## src/verilog/jog_anti_jam_pkg.sv

```systemverilog
package jog_anti_jam_pkg;

  // ==========================================================
  // timing
  localparam int unsigned SYS_CLK_MHZ      = 250;
  localparam int unsigned PHASE_TICK_US    = 1000;
  localparam int unsigned PHASE_TICK_CYCLES = PHASE_TICK_US * SYS_CLK_MHZ;

  // ==========================================================
  // jog torque level, percent
  localparam logic [6:0] TORQUE_RESET      = 7'h14;
  localparam logic [6:0] TORQUE_MIN        = 7'h0a;
  localparam logic [6:0] TORQUE_MAX        = 7'h64;
  localparam logic [6:0] EMB_TORQUE_MAX    = 7'h32;
  // current limit in hundredths of nominal: 20% -> 100, 100% -> 300
  localparam logic [8:0] CURRENT_OFFSET    = 9'h032;

  // fieldbus drive state that allows a trigger
  localparam logic [3:0] STATE_OP_ENABLED  = 4'h5;

  // ==========================================================
  // configuration encodings
  localparam logic [1:0] SRC_NONE          = 2'h0;
  localparam logic [1:0] SRC_DIGITAL       = 2'h1;
  localparam logic [1:0] SRC_CONTROL_WORD  = 2'h2;

  localparam logic [1:0] JOG_DISABLED      = 2'h0;
  localparam logic [1:0] JOG_BY_TERMINAL   = 2'h1;
  localparam logic [1:0] JOG_BY_LINE       = 2'h2;

  localparam logic [1:0] WIRE_HARDWIRED    = 2'h0;
  localparam logic [1:0] WIRE_TWO          = 2'h1;
  localparam logic [1:0] WIRE_THREE        = 2'h2;

  localparam logic [1:0] RV_VERY_LOW_FORCE = 2'h0;
  localparam logic [1:0] RV_LOW_FORCE      = 2'h1;
  localparam logic [1:0] RV_STARTER        = 2'h2;

  typedef enum logic [2:0] {
    SPD_NONE,
    SPD_FULL,
    SPD_SLOW,
    SPD_VERY_SLOW,
    SPD_LOW_FORCE,
    SPD_VERY_LOW_FORCE
  } speed_t;

  typedef enum logic [2:0] {
    PH_IDLE,
    PH_REVERSE,
    PH_STOP_A,
    PH_FORWARD,
    PH_STOP_B
  } aj_phase_t;

endpackage

```

## src/verilog/anti_jam_seq_if.sv

```systemverilog
`timescale 1ns/1ns
interface anti_jam_seq_if;
  import jog_anti_jam_pkg::*;
  logic        start;
  logic        abort;
  logic        tick;
  logic [15:0] rev_time;
  logic [15:0] fwd_time;
  logic [15:0] stop_time;
  logic [7:0]  cycles;
  aj_phase_t   phase;
  logic        done;

  modport ctrl (output start, abort, tick, rev_time, fwd_time, stop_time, cycles,
                input phase, done);
  modport seq  (input start, abort, tick, rev_time, fwd_time, stop_time, cycles,
                output phase, done);
endinterface

```

## src/verilog/anti_jam_cycler.sv

```systemverilog
`timescale 1ns/1ns
module anti_jam_cycler
  import jog_anti_jam_pkg::*;
(
  input  wire logic   sys_clk,
  input  wire logic   rst,
  anti_jam_seq_if.seq sq
);

  aj_phase_t   phase_reg, phase_next;
  logic [15:0] time_reg, time_next;
  logic [7:0]  cyc_reg, cyc_next;
  logic        done_reg, done_next;

  assign sq.phase = phase_reg;
  assign sq.done  = done_reg;

  // ==========================================================
  // reverse, stop, forward, stop; repeated per cycle count
  always_comb begin
    phase_next = phase_reg;
    time_next  = time_reg;
    cyc_next   = cyc_reg;
    done_next  = 1'b0;
    if (sq.abort) begin
      phase_next = PH_IDLE;
    end else begin
      case (phase_reg)
        PH_IDLE: begin
          if (sq.start) begin
            phase_next = PH_REVERSE;
            time_next  = sq.rev_time;
            cyc_next   = sq.cycles;
          end
        end
        default: begin
          if (sq.tick) begin
            if (time_reg > 16'h0001) begin
              time_next = time_reg - 16'h0001;
            end else begin
              case (phase_reg)
                PH_REVERSE: begin
                  phase_next = PH_STOP_A;
                  time_next  = sq.stop_time;
                end
                PH_STOP_A: begin
                  phase_next = PH_FORWARD;
                  time_next  = sq.fwd_time;
                end
                PH_FORWARD: begin
                  phase_next = PH_STOP_B;
                  time_next  = sq.stop_time;
                end
                default: begin
                  if (cyc_reg > 8'h01) begin
                    cyc_next   = cyc_reg - 8'h01;
                    phase_next = PH_REVERSE;
                    time_next  = sq.rev_time;
                  end else begin
                    phase_next = PH_IDLE;
                    done_next  = 1'b1;
                  end
                end
              endcase
            end
          end
        end
      endcase
    end
  end

  always_ff @(posedge sys_clk) begin
    if (rst) begin
      phase_reg <= PH_IDLE;
      time_reg  <= 16'h0000;
      cyc_reg   <= 8'h00;
      done_reg  <= 1'b0;
    end else begin
      phase_reg <= phase_next;
      time_reg  <= time_next;
      cyc_reg   <= cyc_next;
      done_reg  <= done_next;
    end
  end

endmodule

```

## src/verilog/jog_and_anti_jam_sequencer.sv

```systemverilog
`timescale 1ns/1ns
module jog_and_anti_jam_sequencer
  import jog_anti_jam_pkg::*;
#(
  parameter int unsigned TICK_CYCLES = PHASE_TICK_CYCLES
) (
  input  wire logic        sys_clk,
  input  wire logic        rst,
  input  wire logic        digital_input_trigger,
  input  wire logic        control_word_bit_source,
  input  wire logic [1:0]  trigger_select,
  input  wire logic        halt_bit,
  input  wire logic        standard_profile,
  input  wire logic [3:0]  drive_state,
  input  wire logic        auto_trigger_enable,
  input  wire logic        current_overload,
  input  wire logic        run_order,
  input  wire logic        motor_standstill,
  input  wire logic [1:0]  wire_control,
  input  wire logic        two_wire_transition,
  input  wire logic        anti_jam_external,
  input  wire logic [1:0]  reverse_speed_select,
  input  wire logic [15:0] reverse_time_ms,
  input  wire logic [15:0] forward_time_ms,
  input  wire logic [15:0] stop_time_ms,
  input  wire logic [7:0]  cycle_count,
  input  wire logic [1:0]  jog_assign,
  input  wire logic        jog_request,
  input  wire logic        jog_reverse_cmd,
  input  wire logic        jog_speed_select_source,
  input  wire logic        jog_speed_input,
  input  wire logic        jog_reverse_method,
  input  wire logic        torque_write,
  input  wire logic [6:0]  torque_write_data,
  output logic             motor_run,
  output logic             motor_reverse,
  output speed_t           motor_speed,
  output logic             internal_phase_reversal,
  output logic             reverse_contactor,
  output logic [6:0]       torque_limit,
  output logic [8:0]       current_limit,
  output logic [6:0]       jog_torque_level,
  output logic             jog_active,
  output logic             anti_jam_active,
  output logic             force_terminal_channel
);

  typedef enum logic [2:0] {ST_IDLE, ST_RUN, ST_JOG, ST_AJ_HALTING, ST_AJ_SEQ} mode_t;

  anti_jam_seq_if sq ();

  anti_jam_cycler u_cycler (
    .sys_clk (sys_clk),
    .rst     (rst),
    .sq      (sq)
  );

  // ==========================================================
  // pin synchroniser and edge memory
  logic        di_meta_reg, di_sync_reg, trig_prev_reg, ovl_prev_reg;
  logic [31:0] tick_cnt_reg, tick_cnt_next;
  logic        tick_reg, tick_next;

  mode_t       mode_reg, mode_next;
  logic        manual_reg, manual_next;
  logic        need_new_run_reg, need_new_run_next;
  logic [6:0]  torque_reg, torque_next;

  logic        run_next, rev_next, inv_next, cont_next, jog_next, aj_next, term_next;
  speed_t      speed_next;
  logic [6:0]  tlim_next;
  logic [8:0]  ilim_next;

  logic        manual_level, trig_allowed, manual_rise, auto_rise, trig_release;
  logic        transition_start;

  always_comb begin
    case (trigger_select)
      SRC_DIGITAL:      manual_level = di_sync_reg;
      SRC_CONTROL_WORD: manual_level = control_word_bit_source;
      default:          manual_level = 1'b0;
    endcase
    trig_allowed = !halt_bit && (!standard_profile || drive_state == STATE_OP_ENABLED);
    manual_rise  = manual_level && !trig_prev_reg && trig_allowed;
    auto_rise    = auto_trigger_enable && current_overload && !ovl_prev_reg;
    trig_release = manual_reg && !manual_level;
    // transition-style control needs a fresh run order after a digital trigger
    transition_start = (trigger_select == SRC_DIGITAL) &&
                       (wire_control == WIRE_THREE ||
                        (wire_control == WIRE_TWO && two_wire_transition));
  end

  // ==========================================================
  // phase tick divider; a long count so it is a parameter
  always_comb begin
    tick_next     = 1'b0;
    tick_cnt_next = tick_cnt_reg + 32'h0000_0001;
    if (tick_cnt_reg >= 32'(TICK_CYCLES - 1)) begin
      tick_cnt_next = 32'h0000_0000;
      tick_next     = 1'b1;
    end
  end

  assign sq.tick      = tick_reg;
  assign sq.rev_time  = reverse_time_ms;
  assign sq.fwd_time  = forward_time_ms;
  assign sq.stop_time = stop_time_ms;
  assign sq.cycles    = cycle_count;

  // ==========================================================
  // mode control
  always_comb begin
    mode_next         = mode_reg;
    manual_next       = manual_reg;
    need_new_run_next = need_new_run_reg && run_order;
    torque_next       = torque_reg;
    sq.start          = 1'b0;
    sq.abort          = 1'b0;
    if (torque_write) begin
      if (torque_write_data < TORQUE_MIN) begin
        torque_next = TORQUE_MIN;
      end else if (torque_write_data > TORQUE_MAX) begin
        torque_next = TORQUE_MAX;
      end else begin
        torque_next = torque_write_data;
      end
    end
    case (mode_reg)
      ST_IDLE, ST_RUN, ST_JOG: begin
        // triggers only considered while idle or running, not during jog or a sequence
        if ((manual_rise || auto_rise) && mode_reg != ST_JOG) begin
          mode_next   = ST_AJ_HALTING;
          manual_next = manual_rise && !auto_rise;
          if (manual_rise && !auto_rise && transition_start) begin
            need_new_run_next = 1'b1;
          end
        end else if (mode_reg == ST_JOG) begin
          if ((!jog_request || jog_assign == JOG_DISABLED) && motor_standstill) begin
            mode_next = ST_IDLE;
          end
        end else if (jog_request && jog_assign != JOG_DISABLED && motor_standstill) begin
          mode_next = ST_JOG;
        end else if (mode_reg == ST_IDLE && run_order && !need_new_run_reg) begin
          mode_next = ST_RUN;
        end else if (mode_reg == ST_RUN && !run_order) begin
          mode_next = ST_IDLE;
        end
      end
      ST_AJ_HALTING: begin
        if (halt_bit || trig_release) begin
          mode_next = ST_IDLE;
        end else if (motor_standstill) begin
          sq.start  = 1'b1;
          mode_next = ST_AJ_SEQ;
        end
      end
      ST_AJ_SEQ: begin
        if (halt_bit || trig_release) begin
          sq.abort  = 1'b1;
          mode_next = ST_IDLE;
        end else if (sq.done) begin
          mode_next = (run_order && !need_new_run_reg) ? ST_RUN : ST_IDLE;
        end
      end
      default: mode_next = ST_IDLE;
    endcase
    if (mode_next == ST_IDLE || mode_next == ST_RUN) begin
      manual_next = 1'b0;
    end
  end

  // ==========================================================
  // motor command
  always_comb begin
    run_next   = 1'b0;
    rev_next   = 1'b0;
    speed_next = SPD_NONE;
    tlim_next  = torque_reg;
    jog_next   = 1'b0;
    aj_next    = 1'b0;
    term_next  = (jog_assign == JOG_BY_TERMINAL);
    case (mode_next)
      ST_RUN: begin
        run_next   = 1'b1;
        speed_next = SPD_FULL;
        tlim_next  = TORQUE_MAX;
      end
      ST_JOG: begin
        jog_next   = 1'b1;
        // drop power first; jog is left only once the rotor has stopped
        run_next   = jog_request && jog_assign != JOG_DISABLED;
        rev_next   = run_next && jog_reverse_cmd;
        speed_next = (jog_speed_select_source && jog_speed_input) ? SPD_VERY_SLOW : SPD_SLOW;
      end
      ST_AJ_HALTING: begin
        aj_next = 1'b1;
      end
      ST_AJ_SEQ: begin
        aj_next   = 1'b1;
        tlim_next = anti_jam_external ? TORQUE_MAX :
                    (torque_reg > EMB_TORQUE_MAX ? EMB_TORQUE_MAX : torque_reg);
        if (sq.phase == PH_REVERSE || (mode_reg == ST_AJ_HALTING)) begin
          run_next = 1'b1;
          rev_next = 1'b1;
          if (reverse_speed_select == RV_STARTER && anti_jam_external) begin
            speed_next = SPD_FULL;
          end else if (reverse_speed_select == RV_VERY_LOW_FORCE) begin
            speed_next = SPD_VERY_LOW_FORCE;
          end else begin
            speed_next = SPD_LOW_FORCE;
          end
        end else if (sq.phase == PH_FORWARD) begin
          run_next   = 1'b1;
          speed_next = SPD_FULL;
        end
      end
      default: ;
    endcase
    // which method reverses depends on function
    if (mode_next == ST_JOG) begin
      inv_next  = rev_next && !jog_reverse_method;
      cont_next = rev_next && jog_reverse_method;
    end else begin
      inv_next  = rev_next && !anti_jam_external;
      cont_next = rev_next && anti_jam_external;
    end
    // 2.5 x percent + 50, in hundredths of nominal current
    ilim_next = 9'((({2'b00, tlim_next} * 9'h005) >> 1) + CURRENT_OFFSET);
  end

  // ==========================================================
  // registers
  always_ff @(posedge sys_clk) begin
    if (rst) begin
      di_meta_reg             <= 1'b0;
      di_sync_reg             <= 1'b0;
      trig_prev_reg           <= 1'b0;
      ovl_prev_reg            <= 1'b0;
      tick_cnt_reg            <= 32'h0000_0000;
      tick_reg                <= 1'b0;
      mode_reg                <= ST_IDLE;
      manual_reg              <= 1'b0;
      need_new_run_reg        <= 1'b0;
      torque_reg              <= TORQUE_RESET;
      motor_run               <= 1'b0;
      motor_reverse           <= 1'b0;
      motor_speed             <= SPD_NONE;
      internal_phase_reversal <= 1'b0;
      reverse_contactor       <= 1'b0;
      torque_limit            <= TORQUE_RESET;
      current_limit           <= 9'h064;
      jog_torque_level        <= TORQUE_RESET;
      jog_active              <= 1'b0;
      anti_jam_active         <= 1'b0;
      force_terminal_channel  <= 1'b0;
    end else begin
      di_meta_reg             <= digital_input_trigger;
      di_sync_reg             <= di_meta_reg;
      trig_prev_reg           <= manual_level;
      ovl_prev_reg            <= current_overload;
      tick_cnt_reg            <= tick_cnt_next;
      tick_reg                <= tick_next;
      mode_reg                <= mode_next;
      manual_reg              <= manual_next;
      need_new_run_reg        <= need_new_run_next;
      torque_reg              <= torque_next;
      motor_run               <= run_next;
      motor_reverse           <= rev_next;
      motor_speed             <= speed_next;
      internal_phase_reversal <= inv_next;
      reverse_contactor       <= cont_next;
      torque_limit            <= tlim_next;
      current_limit           <= ilim_next;
      jog_torque_level        <= torque_next;
      jog_active              <= jog_next;
      anti_jam_active         <= aj_next;
      force_terminal_channel  <= term_next;
    end
  end

endmodule

```

## config.mk

```make
export PLATFORM = sky130hd
export DESIGN_NAME = jog_and_anti_jam_sequencer
export DESIGN_NICKNAME = d
export VERILOG_FILES = /design/src/verilog/jog_anti_jam_pkg.sv /design/src/verilog/anti_jam_seq_if.sv /design/src/verilog/anti_jam_cycler.sv /design/src/verilog/jog_and_anti_jam_sequencer.sv
export SDC_FILE = /design/constraint.sdc
export NUM_CORES = 1
export LEC_CHECK = 0
export ABC_AREA = 1
export BUFFER_PORTS_ARGS = -buffer_cell sky130_fd_sc_hd__buf_2
export CAP_MARGIN = 20
export CORE_ASPECT_RATIO = 1.25
export CORE_MARGIN = 1.5
export CORE_UTILIZATION = 59
export DETAILED_ROUTE_END_ITERATION = 10
export PLACE_DENSITY_LB_ADDON = 0.2
export RECOVER_POWER = 25
export SKIP_LAST_GASP = 1
export SLEW_MARGIN = 25
export SYNTH_ARGS = -nofsm -noshare
export SYNTH_HDL_FRONTEND = slang
export SYNTH_SLANG_ARGS = --single-unit
```

## constraint.sdc

```tcl
create_clock -name sys_clk -period 5.8 [get_ports sys_clk]
set_clock_uncertainty 0.05 [all_clocks]
set_input_delay 0.58 -clock sys_clk [delete_from_list [all_inputs] [get_ports sys_clk]]
set_output_delay 0.58 -clock sys_clk [all_outputs]
set_load 0.02 [all_outputs]
```

==> results.json <==
{
  "slowest_stage": "fa_1",
  "fin_util": 0.715,
  "netlist_instances": 782,
  "max_stage_delay_ps": 410,
  "floorplan.initialDensity": 0.604,
  "maxCapViolCount": 1,
  "grt_max_degree": 35,
  "dp_hpwl_um": 10400,
  "drt_pass1_iterations": 5,
  "synth.most_common_cell": "nand2_1",
  "drc_errors": 0,
  "synth-seq-area-share": 0.371,
  "htreeDepth": 3,
  "critPathMaxFanout": 7,
  "slew_headroom": 0.00533,
  "clock_sinks": 102,
  "final_antenna_net_count": 0,
  "async_flop_share": 0,
  "worstHoldPathType": "primary input to register",
  "worst-path-buf-inv": 5,
  "p_total_mw": 3.17,
  "drt-total-wl_um": 13800,
  "via_count": 5656,
  "antenna_found_initial": 0,
  "overflow": 0,
  "crit_required_ps": 6030,
  "synth_top_area_frac": 0.371,
  "layout-drive-gt1-share": 0.164,
  "cp-start-kind": "primary input",
  "run_status": "complete, but fails checks",
  "critical_path.top_delay_family": "adder cells",
  "yosys-top-cells-count": "nand2_1 (158), dfxtp_1 (102), nor2_1 (102), inv_1 (97), o21ai_0 (62)",
  "worstPathCellList": "buf_2, inv_1, ha_1, inv_1, nand2_2, a21oi_2, nand3_1, nand2_1, inv_1, a21boi_0, nor2_1, ha_1, ha_1, fa_1, xor2_1, a31o_2, nor2_1, nor3_1, inv_1, nor2_1",
  "cts_tree": "done",
  "ios": 126,
  "fmax_mhz": 242,
  "post-route-min-period_ps": 4130,
  "n_antenna_cell": 0,
  "numCtsBuffers": 9,
  "cts_root_buf": "clkbuf_16",
  "drtIter0Drc": 351,
  "path_class": "primary input to register",
  "tightest_slew_ps": 1490,
  "worst_setup_path_end_kind": "register",
  "path_clk_slew_ps": 70,
  "clkLatencyLatePin_ps": 350,
  "p_leak_nw": 3.11,
  "cts_resized": 0,
  "core_um2": 9130,
  "post-route-period-util": 0.712,
  "synth_area_um2": 5510,
  "grt_pass1_wl_um": 23000,
  "cp_common_cell": "inv_1",
  "cts_buffer_depth": 2,
  "synth_area_leaders": "dfxtp_1 (37%), nand2_1 (11%), nor2_1 (7.0%)",
  "largest_reg_flops": 32,
  "die_y_um": 111,
  "synth_seq_cells": 102,
  "drv_slew": 0,
  "final_net_count": 1026,
  "violations": "capacitance limit",
  "finalSetupTns_ps": 0,
  "cts_hold_buf": 0,
  "gp_congestion": 0.893,
  "ys.flop_type": "dfxtp_1",
  "holdWs_ps": 358,
  "syn_avg_cell_area_um2": 7.04,
  "routedWlPerCell_um": 13.3,
  "finalHoldViolations": 0,
  "gr-usage-all-layers": 0.289,
  "grt_pass1_vias": 5453,
  "die_x_um": 89.4,
  "rsz0062_at_grt": "no",
  "worstPathArrival_ps": 4370,
  "area_growth_pct": 18.4,
  "cts_setup_buffers": 0,
  "rows": 39,
  "power.density_nw_per_um2": 486,
  "setup_violations": 0,
  "port_buffers": 125,
  "routed_via_density": 5.43,
  "yosysWarningCount": 0,
  "die-area_um2": 9930,
  "ir_drop_mv": 0.230,
  "yosys.area.top_type": "dfxtp_1",
  "ys_types": 57,
  "synth_edf_count": 0
}
[worst paths after layout]
kind                startpoint                endpoint  slack (ps)  cells past startpoint
max          trigger_select[0]        current_limit[8]        1670                     20
min              jog_assign[1]  force_terminal_channel         360                      2
max reg2reg        mode_reg[2]        current_limit[8]        1860                     18
min reg2reg        di_meta_reg             di_sync_reg         370                      2
[through the flow]
stage / cell area (um2) / setup slack, ps / cells
2_1_floorplan: 5560 / 2070 / 795
3_3_place_gp: 6250 / 1680 / 1026
3_5_place_dp: 6250 / 1510 / 1026
4_1_cts: 6550 / 1740 / 1042
5_1_grt: 6520 / 1370 / 1042
6_report: 6520 / 1670 / 1042
[cells in the final DEF (no fill, tap or decap), types with 5 or more instances in the layout]
cell	n
a21oi_1	41
a22oi_1	8
a31oi_1	5
buf_2	101
clkbuf_1	24
clkbuf_16	9
conb_1	14
dfxtp_1	102
ha_1	18
inv_1	97
nand2_1	158
nand3_1	33
nand4_1	10
nor2_1	102
nor3_1	15
nor4_1	5
o211ai_1	8
o21ai_0	62
o21ai_1	10
o22ai_1	5
xnor2_1	6
xor2_1	10
[power breakdown]
group | total, mW | internal [mW] | leakage, nW | switching, mW
logic | 1.65 | 0.564 | 2.13 | 1.09
registers | 0.919 | 0.823 | 0.839 | 0.0959
clock network | 0.597 | 0.306 | 0.148 | 0.291
total | 3.17 | 1.69 | 3.11 | 1.47
[per-layer routing]
metal | wire [um] | global-route usage | vias to the layer above
met5 | 0 | 0 | -
met4 | 389 | 0.117 | 0
met3 | 676 | 0.0447 | 33
met2 | 6970 | 0.512 | 178
met1 | 5810 | 0.336 | 2608
li1 | - | - | 2837
[logic make-up after synthesis]
logic type               Yosys count  synth area share
buffers and inverters            122            0.0891
AO/OA/AOI/OAI                    166             0.177
AND/OR/NAND/NOR                  354             0.289
XOR/XNOR                          16            0.0254
other                              1          0.000681
flip-flops                       102             0.371
multiplexers                       2           0.00363
adder cells (fa/ha/maj)           19            0.0445
[final cells by class]
cell class | count | area [um2]
multi-input combinational | 571 | 3020
fill | 792 | 2600
sequential | 102 | 2040
timing repair buffer | 127 | 611
inverter | 103 | 394
clock buffer | 9 | 225
tap | 123 | 154
clock inverter | 7 | 71.3
Power figures use the tool's default switching activity.
